==> src/bmu_params.svh <==
// constants for the byte multiply unit
`ifndef BMU_PARAMS_SVH
`define BMU_PARAMS_SVH
`define BMU_OPC_IMM_HI 8'h0d
`define BMU_OPC_FILE_HI 7'h01
`define BMU_PROD_RST 8'h00
`define BMU_ACC_HIGH_BASE 8'h80
`define BMU_ACC_HIGH_BANK 4'hf
`endif

==> src/bmu_pkg.sv <==
// types for the byte multiply unit
package bmu_pkg;
   typedef enum logic [1:0] {
      BMU_OP_NONE,
      BMU_OP_IMM,
      BMU_OP_FILE
   } bmu_op_e;
   typedef logic [11:0] bmu_addr_t;
endpackage : bmu_pkg

==> src/bmu_mult.sv <==
// combinational 8x8 unsigned multiplier
`timescale 1ns/10ps
module bmu_mult #(
   parameter int WIDTH = 8
) (
   // operands
   input wire logic [WIDTH-1:0] i_a,
   input wire logic [WIDTH-1:0] i_b,
   // product
   output logic [2*WIDTH-1:0] o_p
);
   // a width below one leaves no product to form
   if (WIDTH < 1) begin : g_bad_width
      $error("bmu_mult width must be positive");
   end
   // zero-extend both so the product stays unsigned
   always_comb begin
      o_p = {{WIDTH{1'b0}}, i_a} * {{WIDTH{1'b0}}, i_b};
   end
endmodule : bmu_mult

==> src/bmu_top.sv <==
// byte multiply unit: decode, operand address, product register pair
// Behaviour
// - immediate multiply uses accumulator times 8-bit literal, both unsigned
// - immediate multiply writes 16-bit product, high byte to high register
// - immediate multiply never changes the accumulator
// - no multiply changes any status flag, zero product undetected
// - file multiply forms unsigned accumulator times memory byte product
// - file multiply leaves accumulator and memory byte unchanged
// - file multiply recognised by top seven bits 0000001, bit 8 bank mode
// - bank mode clear selects access bank, bank register ignored
// - bank mode set uses bank held in bank select register
`include "bmu_params.svh"
`timescale 1ns/10ps
module bmu_top
   import bmu_pkg::*;
#(
   parameter int DATA_W = 8
) (
   // clock and reset
   input wire logic i_clk,
   input wire logic i_reset_n,
   // instruction from decoder, valid for one instruction cycle
   input wire logic i_instr_valid,
   input wire logic [15:0] i_instr,
   // core state
   input wire logic [DATA_W-1:0] i_acc,
   input wire logic [3:0] i_bank_select_register,
   input wire logic [DATA_W-1:0] i_status,
   // data memory read
   output logic [11:0] o_mem_addr,
   input wire logic [DATA_W-1:0] i_mem_rdata,
   // results
   output logic [DATA_W-1:0] o_product_high_byte,
   output logic [DATA_W-1:0] o_product_low_byte,
   output logic o_prod_wr,
   output logic [DATA_W-1:0] o_acc,
   output logic [DATA_W-1:0] o_status
);
   // literal field and memory byte are fixed at eight bits
   if (DATA_W != 8) begin : g_bad_width
      $error("bmu_top serves 8-bit data only");
   end

   logic rst_meta_ff;
   logic rst_sync_ff;
   logic rst_n;
   bmu_op_e op;
   bmu_addr_t addr;
   logic [DATA_W-1:0] operand;
   logic [2*DATA_W-1:0] product;

   // reset release through two flops
   always_ff @(posedge i_clk or negedge i_reset_n) begin
      if (!i_reset_n) begin
         rst_meta_ff <= 1'b0;
         rst_sync_ff <= 1'b0;
      end else begin
         rst_meta_ff <= 1'b1;
         rst_sync_ff <= rst_meta_ff;
      end
   end
   assign rst_n = rst_sync_ff;

   // decode shared by operand select and product write paths
   function automatic bmu_op_e decode_op(input logic v, input logic [15:0] w);
      bmu_op_e r;
      r = BMU_OP_NONE;
      if (v && w[15:8] == `BMU_OPC_IMM_HI) begin
         r = BMU_OP_IMM;
      end else if (v && w[15:9] == `BMU_OPC_FILE_HI) begin
         r = BMU_OP_FILE;
      end
      return r;
   endfunction : decode_op

   always_comb begin
      op = decode_op(i_instr_valid, i_instr);
   end

   // operand address; access bank splits low/high at 0x80
   always_comb begin
      if (i_instr[8]) begin
         addr = {i_bank_select_register, i_instr[7:0]};
      end else if (i_instr[7:0] < `BMU_ACC_HIGH_BASE) begin
         addr = {4'h0, i_instr[7:0]};
      end else begin
         addr = {`BMU_ACC_HIGH_BANK, i_instr[7:0]};
      end
   end

   // address is combinational: memory read returns within the cycle
   assign o_mem_addr = addr;

   // operand select
   always_comb begin
      case (op)
         BMU_OP_IMM: operand = i_instr[7:0];
         BMU_OP_FILE: operand = i_mem_rdata;
         default: operand = '0;
      endcase
   end

   bmu_mult #(
      .WIDTH(DATA_W)
   ) u_mult (
      .i_a(i_acc),
      .i_b(operand),
      .o_p(product)
   );

   always_ff @(posedge i_clk or negedge rst_n) begin
      if (!rst_n) begin
         o_product_high_byte <= `BMU_PROD_RST;
         o_product_low_byte <= `BMU_PROD_RST;
         o_prod_wr <= 1'b0;
      end else begin
         o_prod_wr <= (op != BMU_OP_NONE);
         if (op != BMU_OP_NONE) begin
            o_product_high_byte <= product[2*DATA_W-1:DATA_W];
            o_product_low_byte <= product[DATA_W-1:0];
         end
      end
   end

   // accumulator and status pass through untouched
   always_ff @(posedge i_clk or negedge rst_n) begin
      if (!rst_n) begin
         o_acc <= '0;
         o_status <= '0;
      end else begin
         o_acc <= i_acc;
         o_status <= i_status;
      end
   end

   // assertions share the core clock and the synchronised reset
   // immediate product value
   AST_IMM_PRODUCT: assert property (
      @(posedge i_clk) disable iff (!rst_n)
      op == BMU_OP_IMM |=> {o_product_high_byte, o_product_low_byte} ==
      16'($past(i_acc)) * 16'($past(i_instr[7:0])))
      else $error("immediate product wrong");
   AST_FILE_PRODUCT: assert property (
      @(posedge i_clk) disable iff (!rst_n)
      op == BMU_OP_FILE |=> {o_product_high_byte, o_product_low_byte} ==
      16'($past(i_acc)) * 16'($past(i_mem_rdata)))
      else $error("file product wrong");
   AST_HIGH_BYTE: assert property (
      @(posedge i_clk) disable iff (!rst_n)
      op == BMU_OP_IMM |=> o_product_high_byte ==
      8'((16'($past(i_acc)) * 16'($past(i_instr[7:0]))) >> 8))
      else $error("high byte wrong");
   AST_LOW_BYTE: assert property (
      @(posedge i_clk) disable iff (!rst_n)
      op == BMU_OP_IMM |=> o_product_low_byte ==
      8'(16'($past(i_acc)) * 16'($past(i_instr[7:0]))))
      else $error("low byte wrong");
   AST_ACC_KEPT: assert property (
      @(posedge i_clk) disable iff (!rst_n)
      op == BMU_OP_IMM |=> o_acc == $past(i_acc))
      else $error("accumulator changed");
   AST_STATUS_KEPT: assert property (
      @(posedge i_clk) disable iff (!rst_n)
      op != BMU_OP_NONE |=> o_status == $past(i_status))
      else $error("status changed");
   AST_FILE_ACC_KEPT: assert property (
      @(posedge i_clk) disable iff (!rst_n)
      op == BMU_OP_FILE |=> o_acc == $past(i_acc))
      else $error("accumulator changed by file multiply");
   AST_DECODE: assert property (
      @(posedge i_clk) disable iff (!rst_n)
      (i_instr_valid && i_instr[15:9] == 7'h01) |-> op == BMU_OP_FILE)
      else $error("file multiply not decoded");
   AST_REFUSED: assert property (
      @(posedge i_clk) disable iff (!rst_n)
      op == BMU_OP_NONE |=> !o_prod_wr &&
      $stable(o_product_high_byte) && $stable(o_product_low_byte))
      else $error("product pair changed without multiply");
   AST_ACCESS_BANK: assert property (
      @(posedge i_clk) disable iff (!rst_n)
      (op == BMU_OP_FILE && !i_instr[8]) |->
      o_mem_addr[11:8] == (i_instr[7] ? 4'hf : 4'h0))
      else $error("access bank address wrong");
   AST_ACCESS_OFFSET: assert property (
      @(posedge i_clk) disable iff (!rst_n)
      (op == BMU_OP_FILE && !i_instr[8]) |->
      o_mem_addr[7:0] == i_instr[7:0])
      else $error("access bank offset wrong");
   AST_BANKED: assert property (
      @(posedge i_clk) disable iff (!rst_n)
      (op == BMU_OP_FILE && i_instr[8]) |->
      o_mem_addr == {i_bank_select_register, i_instr[7:0]})
      else $error("banked address wrong");
   // single write strobe, unless another multiply follows
   AST_ONE_CYCLE: assert property (
      @(posedge i_clk) disable iff (!rst_n)
      op != BMU_OP_NONE |=> o_prod_wr ##1
      (!o_prod_wr || $past(op) != BMU_OP_NONE))
      else $error("product write not single cycle");
   // main scenarios worth seeing once
   COV_IMM: cover property (@(posedge i_clk) disable iff (!rst_n)
      op == BMU_OP_IMM);
   COV_FILE_BANKED: cover property (@(posedge i_clk) disable iff (!rst_n)
      op == BMU_OP_FILE && i_instr[8]);
   COV_FILE_ACCESS: cover property (@(posedge i_clk) disable iff (!rst_n)
      op == BMU_OP_FILE && !i_instr[8]);
   COV_ZERO: cover property (@(posedge i_clk) disable iff (!rst_n)
      op != BMU_OP_NONE ##1 {o_product_high_byte, o_product_low_byte} == 0);
   COV_BACK_TO_BACK: cover property (@(posedge i_clk) disable iff (!rst_n)
      op != BMU_OP_NONE ##1 op != BMU_OP_NONE);
endmodule : bmu_top

==> config.mk <==
export PLATFORM = sky130hd
export DESIGN_NAME = bmu_top
export DESIGN_NICKNAME = d
export VERILOG_FILES = /design/src/bmu_pkg.sv /design/src/bmu_mult.sv /design/src/bmu_top.sv
export VERILOG_INCLUDE_DIRS = /design/src
export SDC_FILE = /design/constraint.sdc
export NUM_CORES = 1
export LEC_CHECK = 0
export CAP_MARGIN = 30
export CORE_UTILIZATION = 56
export DETAILED_ROUTE_END_ITERATION = 10
export DONT_BUFFER_PORTS = 1
export GPL_TIMING_DRIVEN = 0
export HOLD_SLACK_MARGIN = 0.12
export MAX_ROUTING_LAYER = met4
export PLACE_DENSITY = 0.75
export SLEW_MARGIN = 10
export SYNTH_ARGS = -nofsm -noshare
export SYNTH_HDL_FRONTEND = slang
export SYNTH_SLANG_ARGS = --single-unit
export TNS_END_PERCENT = 1
==> constraint.sdc <==
create_clock -name i_clk -period 3.04 [get_ports i_clk]
set_clock_uncertainty 0.05 [all_clocks]
set_input_delay 0 -clock i_clk [delete_from_list [all_inputs] [get_ports i_clk]]
set_output_delay 0 -clock i_clk [all_outputs]
set_load 0.02 [all_outputs]
==> run_results.csv, run 1 <==
group,metric,value,unit
clock_tree,cts_buffers,5,
clock_tree,clockRootBuffer,"clkbuf_8",
floorplanning,coreArea,5920,sq um
synth,synth_most_common_cell,"inv_1",
critical_path,critPathCapture,"o_product_high_byte[6]$_DFFE_PN0P_",
synth,synth_flop_cell,"dfrtp_1",
pwr,pwr-share-comb,9.9,%
synth,syn-num-nets,475,
pwr,clock_power_share,36.9,%
routing,vias_per_cell,5.83,
synth,yosys_warnings,0,
timing,hold_viol_final,0,
critical_path,r2r-start,"o_product_high_byte[6]$_DFFE_PN0P_",
synth,avgSynthCellArea,9.61,sq um
flow_run,drv_cap,0,
critical_path,crit_path_max_incr_delay,0.53,ns
synth,yosysSeqAreaShare,25.6,%
floorplanning,fp.dieW,80.1,um
floorplanning,die_y,80.1,um
synth,synth_area_leader_cell,"dfrtp_1",
timing,setup_viol_count_final,12,
pwr,p_leak,2.22,nW
routing,vias,2911,
routing,ant_nets,0,
pwr,internal_power,716,uW
critical_path,worstSetupEndpointType,"flop",
grt,antenna_found_initial,0,
timing,rsz0062_at_grt,"yes",
grt,grt_pass1_wl,13700,um
clock_tree,clk_path_buf_depth,2,
pwr,swShare,26.2,%
timing,fmaxAchievable,236,MHz
hold_path,hold_class,"in -> out",
routing,wl_per_cell,18.2,um
timing,slew_headroom,49.8,%
layout,syn_to_final_growth,28.1,%
grt,grt_max_degree,34,
layout,final_layout_size_suffix_gt1_share,24.8,%
timing,tightest_slew,0.752,ns
clock_tree,cts_tree,"done",
status,violations,"design-rule violations, negative setup slack",
routing,wl,9100,um
critical_path,crit_family,"adder cells",
placed_design,placed_area,3690,sq um
critical_path,startpoint,"i_instr[12]",
pwr,total_power,970,uW
synth,synth.area.top_cells,"dfrtp_1, fa_1, ha_1",
critical_path,path_cells,"nor4_4 -> nand2_4 -> nor2_4 -> buf_6 -> nand2_1 -> fa_1 -> fa_1 -> fa_1 -> inv_1 -> fa_1 -> ha_4 -> a21oi_4 -> o21ai_2 -> a21o_1 -> a211o_1 -> a221o_1",
layout,final_nets,542,
synth,syn_area,3420,sq um
clock_tree,cts.clk_slew.worst_paths,0.07,ns
grt,grt_overflow,0,
synth,ys_ff_latch,35,
synth,postSynthCellCount,356,
critical_path,worstPathMaxFanout,8,
status,status,"finished, violations left",
routing,drt_first_pass_iters,7,
synth,async_flop_share,100,%
placed_design,portBuffers,0,
routing,drc,1,
timing,fin_crit_sh,139,%
placed_design,hpwl,5640,um
pwr,peakVddDrop,0.195,mV
grt,track_usage,29.1,%
synth,synth_common_cells,"inv_1, nand2_1, and2_1, fa_1, ha_1",
pwr,seqPwrFrac,53.2,%
critical_path,rr_endpoint,"o_product_high_byte[6]$_DFFE_PN0P_",
placed_design,gp_congestion,0.846,
critical_path,crit_arrival,4.35,ns
floorplanning,design.die.area,6420,sq um
layout,insertedDiodeCount,0,
layout,design_area,4380,sq um
critical_path,crit_cells,16,
clock_tree,h-tree-depth,2,
synth,ys_types,44,
grt,grt_pass1_vias,2996,
critical_path,cp.buffers_inverters,2,
clock_tree,clock_sinks,35,
critical_path,critPathRequiredTime,3.16,ns
critical_path,reg2reg_depth,1,
timing,fin_crit,4.23,ns
pwr,power_switching,254,uW
synth,synth_edf_count,0,
critical_path,cpMaxStageDelayCell,"fa_1",
clock_tree,clk_latency,0.29,ns
critical_path,path_class,"in -> reg",
floorplanning,start_util,57.8,%
pwr,power.density,221,nW/um^2
critical_path,cpMostUsedCell,"fa_1",
floorplanning,row_count,28,
floorplanning,io_pins,92,
critical_path,r2r_slack,2.07,ns
timing,maxSlewViolCount,0,
synth,synth_top_area_share,25.6,%
routing,drt_iter0_drc,176,
critical_path,crit_path_start_kind,"input port",
timing,worst_slack,-1.19,ns
==> placed cells by master, fill, tap and decap left out, drive strengths merged, types with 2 or more instances in the layout <==
| cell | count |
|---|---|
| dlygate4sd3 | 29 |
| o21ai | 7 |
| nand2 | 53 |
| nor3 | 4 |
| a21o | 8 |
| and2 | 43 |
| nor2 | 12 |
| buf | 42 |
| nand3 | 3 |
| a21oi | 7 |
| o31ai | 4 |
| dfrtp | 35 |
| ha | 36 |
| a221o | 2 |
| nand2b | 2 |
| xor2 | 4 |
| o211ai | 2 |
| a211o | 2 |
| o21a | 4 |
| clkbuf | 7 |
| inv | 55 |
| a211oi | 2 |
| a22oi | 8 |
| fa | 36 |
| nand4 | 2 |
==> metal layers <==
metal	track usage (%)	share of wire, %	vias up
li1	-	-	1283
met1	31.8	36	1444
met2	52.1	52	144
met3	4.09	6.8	40
met4	13.6	5.1	0
met5	-	0	-
==> power by group through the flow <==
stage | registers [mW] | clock network (mW) | logic [mW]
after floorplan | 0.521 | 0 | 0.0512
after global placement | 0.525 | 0 | 0.0556
after detailed placement | 0.526 | 0 | 0.0563
after CTS | 0.517 | 0.364 | 0.0913
after global routing | 0.520 | 0.388 | 0.102
final | 0.516 | 0.358 | 0.0961
==> what timing repair did <==
item                                    in CTS  in global routing
pin swaps                                   34                 22
buffers inserted                            20                 11
endpoints found under the setup margin      12                 12
resized for setup                           15                  6
hold buffers                                27                  2
endpoints found under the hold margin       36                  4
==> cells by family after synthesis <==
family                     share of synthesized area [%]
DFF                                                 25.6
AOI/OAI and AO/OA                                   11.5
buffers and inverters                               8.49
and+or+nand+nor                                     18.5
muxes                                              0.293
xor gates and xnor gates                            1.28
other                                              0.110
adders and majority gates                           34.2
==> registers in the layout, summed over array words and instances (netlist names) <==
register	count
o_acc	8
o_prod_wr	1
rst_n	1
o_product_low_byte	8
rst_meta_ff	1
o_product_high_byte	8
o_status	8
==> area by class of cell <==
cell class	count	area [sq um]
clock inverter	1	5.00
multi-input combinational	255	2490
timing repair buffer	60	534
fill	391	1540
tap	75	93.8
sequential	35	877
buffer	11	81.3
inverter	55	209
clock buffer	7	86.3
==> worst min-delay path by stage <==
stage / start / to / slack, ns / cells past startpoint
final: i_instr[8] / o_mem_addr[11] / 0.12 / 2
after CTS: i_instr_valid / o_product_high_byte[4]$_DFFE_PN0P_ / 0.03 / 2
after global placement: i_reset_n / rst_meta_ff$_DFF_PN0_ / -0.35 / 0
after detailed placement: i_reset_n / rst_n$_DFF_PN0_ / -0.35 / 0
after global routing: i_instr[8] / o_mem_addr[8] / 0.14 / 2
after floorplan: i_reset_n / rst_meta_ff$_DFF_PN0_ / -0.35 / 0
==> through the flow <==
stage          setup WS (ns)  instances  utilization [%]  setup TNS [ns]  hold slack, ns
2_1_floorplan          -1.18        356                -          -10.64          -0.346
3_3_place_gp           -1.44        431             62.4          -13.41          -0.346
3_5_place_dp           -1.47        431             62.4          -13.98          -0.346
4_1_cts                -1.01        486             72.0           -8.53          0.0292
5_1_grt                -1.28        499             74.0          -11.98           0.141
6_report               -1.19        499             74.0          -10.09           0.123
Power figures use the tool's default switching activity.
==> inputs of run 2 (changes only) <==
--- a/config.mk
+++ b/config.mk
@@ -7,13 +7,14 @@
 export NUM_CORES = 1
 export LEC_CHECK = 0
 export CAP_MARGIN = 30
-export CORE_UTILIZATION = 56
+export CORE_UTILIZATION = 49
 export DETAILED_ROUTE_END_ITERATION = 10
 export DONT_BUFFER_PORTS = 1
 export GPL_TIMING_DRIVEN = 0
 export HOLD_SLACK_MARGIN = 0.12
 export MAX_ROUTING_LAYER = met4
-export PLACE_DENSITY = 0.75
+export PLACE_DENSITY = 0.68
+export REMOVE_ABC_BUFFERS = 1
 export SLEW_MARGIN = 10
 export SYNTH_ARGS = -nofsm -noshare
 export SYNTH_HDL_FRONTEND = slang
==> run_results.csv, run 2 (synthesis gave the netlist of run 1 again) <==
group,metric,value,unit
hold_path,hold_end,"o_mem_addr[9]",
critical_path,worstPathMaxFanout,8,
clock_tree,cts_tree,"done",
hold_path,holdPathStages,2,
layout,final_cell_mix,"inv_1, nand2_1, and2_1",
grt,grt_overflow,0,
routing,ant_nets,0,
timing,slew_headroom,48.9,%
timing,hold_viol_final,0,
clock_tree,clk_path_buf_depth,2,
critical_path,reg2reg_depth,1,
layout,multi_input_area,2510,sq um
floorplanning,coreArea,6760,sq um
routing,routed.top_layer,"met4",
hold_path,hold_class,"in -> out",
placed_design,portBuffers,0,
layout,fillCellCount,520,
floorplanning,die_y,85.5,um
timing,tightest_slew,0.763,ns
clock_tree,clk_latency,0.29,ns
critical_path,crit_arrival,4.26,ns
grt,track_usage,23.8,%
routing,met1_length,3220,um
layout,design_area,4340,sq um
routing,drt_iter0_drc,88,
layout,layoutNonFillerInstCount,488,
timing,fin_crit_sh,136,%
layout,final_nets,526,
placed_design,hpwl,5150,um
grt,grt_max_degree,34,
routing,vias,2729,
grt,antenna_found_initial,0,
floorplanning,row_count,30,
placed_design,placed_cells,425,
timing,setup_viol_count_final,12,
pwr,power.density,244,nW/um^2
timing,rsz0062_at_grt,"yes",
clock_tree,cts_buffers,5,
layout,regArea,877,sq um
placed_design,gp_congestion,0.845,
layout,utilization,64.2,%
layout,final_common_cell,"inv_1",
pwr,peakVddDrop,0.168,mV
critical_path,rr_endpoint,"o_product_high_byte[6]$_DFFE_PN0P_",
timing,hold_ws,0.124,ns
timing,worst_slack,-1.08,ns
hold_path,min_from,"i_instr[8]",
clock_tree,h-tree-depth,2,
status,status,"finished, violations left",
critical_path,r2r-start,"o_product_high_byte[6]$_DFFE_PN0P_",
timing,maxSlewViolCount,0,
routing,wl,8520,um
layout,syn_to_final_growth,26.9,%
routing,dr_wl_met3,402,um
timing,fin_crit,4.12,ns
grt,grt_pass1_wl,13000,um
status,violations,"negative setup slack",
critical_path,crit_path_start_kind,"input port",
placed_design,placed_area,3440,sq um
routing,wl_per_cell,17.4,um
routing,drc,0,
critical_path,worstSetupEndpointType,"flop",
critical_path,r2r_slack,2.07,ns
clock_tree,clockRootBuffer,"clkbuf_8",
timing,fin_tns_setup,-9.72,ns
flow_run,drv_cap,0,
layout,final_layout_size_suffix_gt1_share,22.8,%
routing,dr_wl_met2,4620,um
grt,grt_pass1_vias,2724,
clock_tree,cts.clk_slew.worst_paths,0.08,ns
critical_path,path_class,"in -> reg",
floorplanning,design.die.area,7320,sq um
floorplanning,fp.dieW,85.5,um
routing,vias_per_cell,5.59,
critical_path,critPathRequiredTime,3.17,ns
floorplanning,start_util,50.6,%
clock_tree,clock_sinks,35,
pwr,p_leak,2.15,nW
layout,insertedDiodeCount,0,
timing,fmaxAchievable,243,MHz
floorplanning,io_pins,92,
routing,drt_first_pass_iters,4,
-- run 2: cell types whose count changed in the layout (fill, tap and decap cells not counted), sizes merged --
cell,delta
buf,-14
clkbuf,-2
dlygate4sd3,-2
bufinv,+1
inv,+1
-- run 2: area by class of cell --
type	instances	share of cell area, %
Timing Repair Buffer	55	12.2
Tap cell	80	2.31
Multi-Input combinational cell	255	57.8
Inverter	55	4.82
Clock buffer	5	1.59
Sequential cell	35	20.2
Clock inverter	3	1.10
-- run 2: worst max path at each step --
stage                startpoint                                 end  slack, ns  cells past startpoint
floorplan           i_instr[15]  o_product_high_byte[6]$_DFFE_PN0P_      -1.65                     15
global placement    i_instr[15]  o_product_high_byte[6]$_DFFE_PN0P_      -2.04                     15
detailed placement  i_instr[15]  o_product_high_byte[6]$_DFFE_PN0P_      -2.17                     15
CTS                 i_instr[12]  o_product_high_byte[6]$_DFFE_PN0P_      -1.03                     18
global route         i_instr[9]  o_product_high_byte[6]$_DFFE_PN0P_      -1.22                     16
finish              i_instr[15]  o_product_high_byte[6]$_DFFE_PN0P_      -1.08                     16
-- run 2: repair_timing --
action / CTS / global route
hold buffers: 27 / 0
resized for setup: 46 / 24
endpoints found under the setup margin: 12 / 12
pin swaps: 38 / 33
setup buffers: 21 / 7
cloned: 0 / 0
endpoints found under the hold margin: 31 / 0
-- run 2: power breakdown --
| group | leakage (nW) | internal [mW] | switching (mW) |
|---|---|---|---|
| Clock | 0.0587 | 0.249 | 0.208 |
| Combinational | 1.64 | 0.0435 | 0.0418 |
| Sequential | 0.445 | 0.481 | 0.0338 |
| Total | 2.15 | 0.774 | 0.284 |
-- run 2: worst max-delay path, cell delays in order --
cell     delay (ns)
nor4_4         0.29
nand2_2        0.11
buf_12         0.16
nor2_4         0.23
nand2_2        0.09
fa_1           0.57
fa_1           0.43
fa_1           0.52
inv_2          0.05
fa_1           0.57
ha_4           0.24
a21oi_4        0.13
o21ai_2        0.08
a21o_1         0.19
a211o_1        0.27
a221o_1        0.32
-- run 2: per-layer routing --
metal / global-route usage (%) / up-vias
met5: - / -
met4: 8.18 / 0
met3: 4.23 / 27
met2: 41.2 / 88
met1: 27.9 / 1368
li1: - / 1246
-- run 2: per-stage QoR --
stage | power, mW | worst slack (ns)
2_1_floorplan | 0.550 | -1.65
3_3_place_gp | 0.558 | -2.04
3_5_place_dp | 0.558 | -2.17
4_1_cts | 1.06 | -1.03
5_1_grt | 1.10 | -1.22
6_report | 1.06 | -1.08
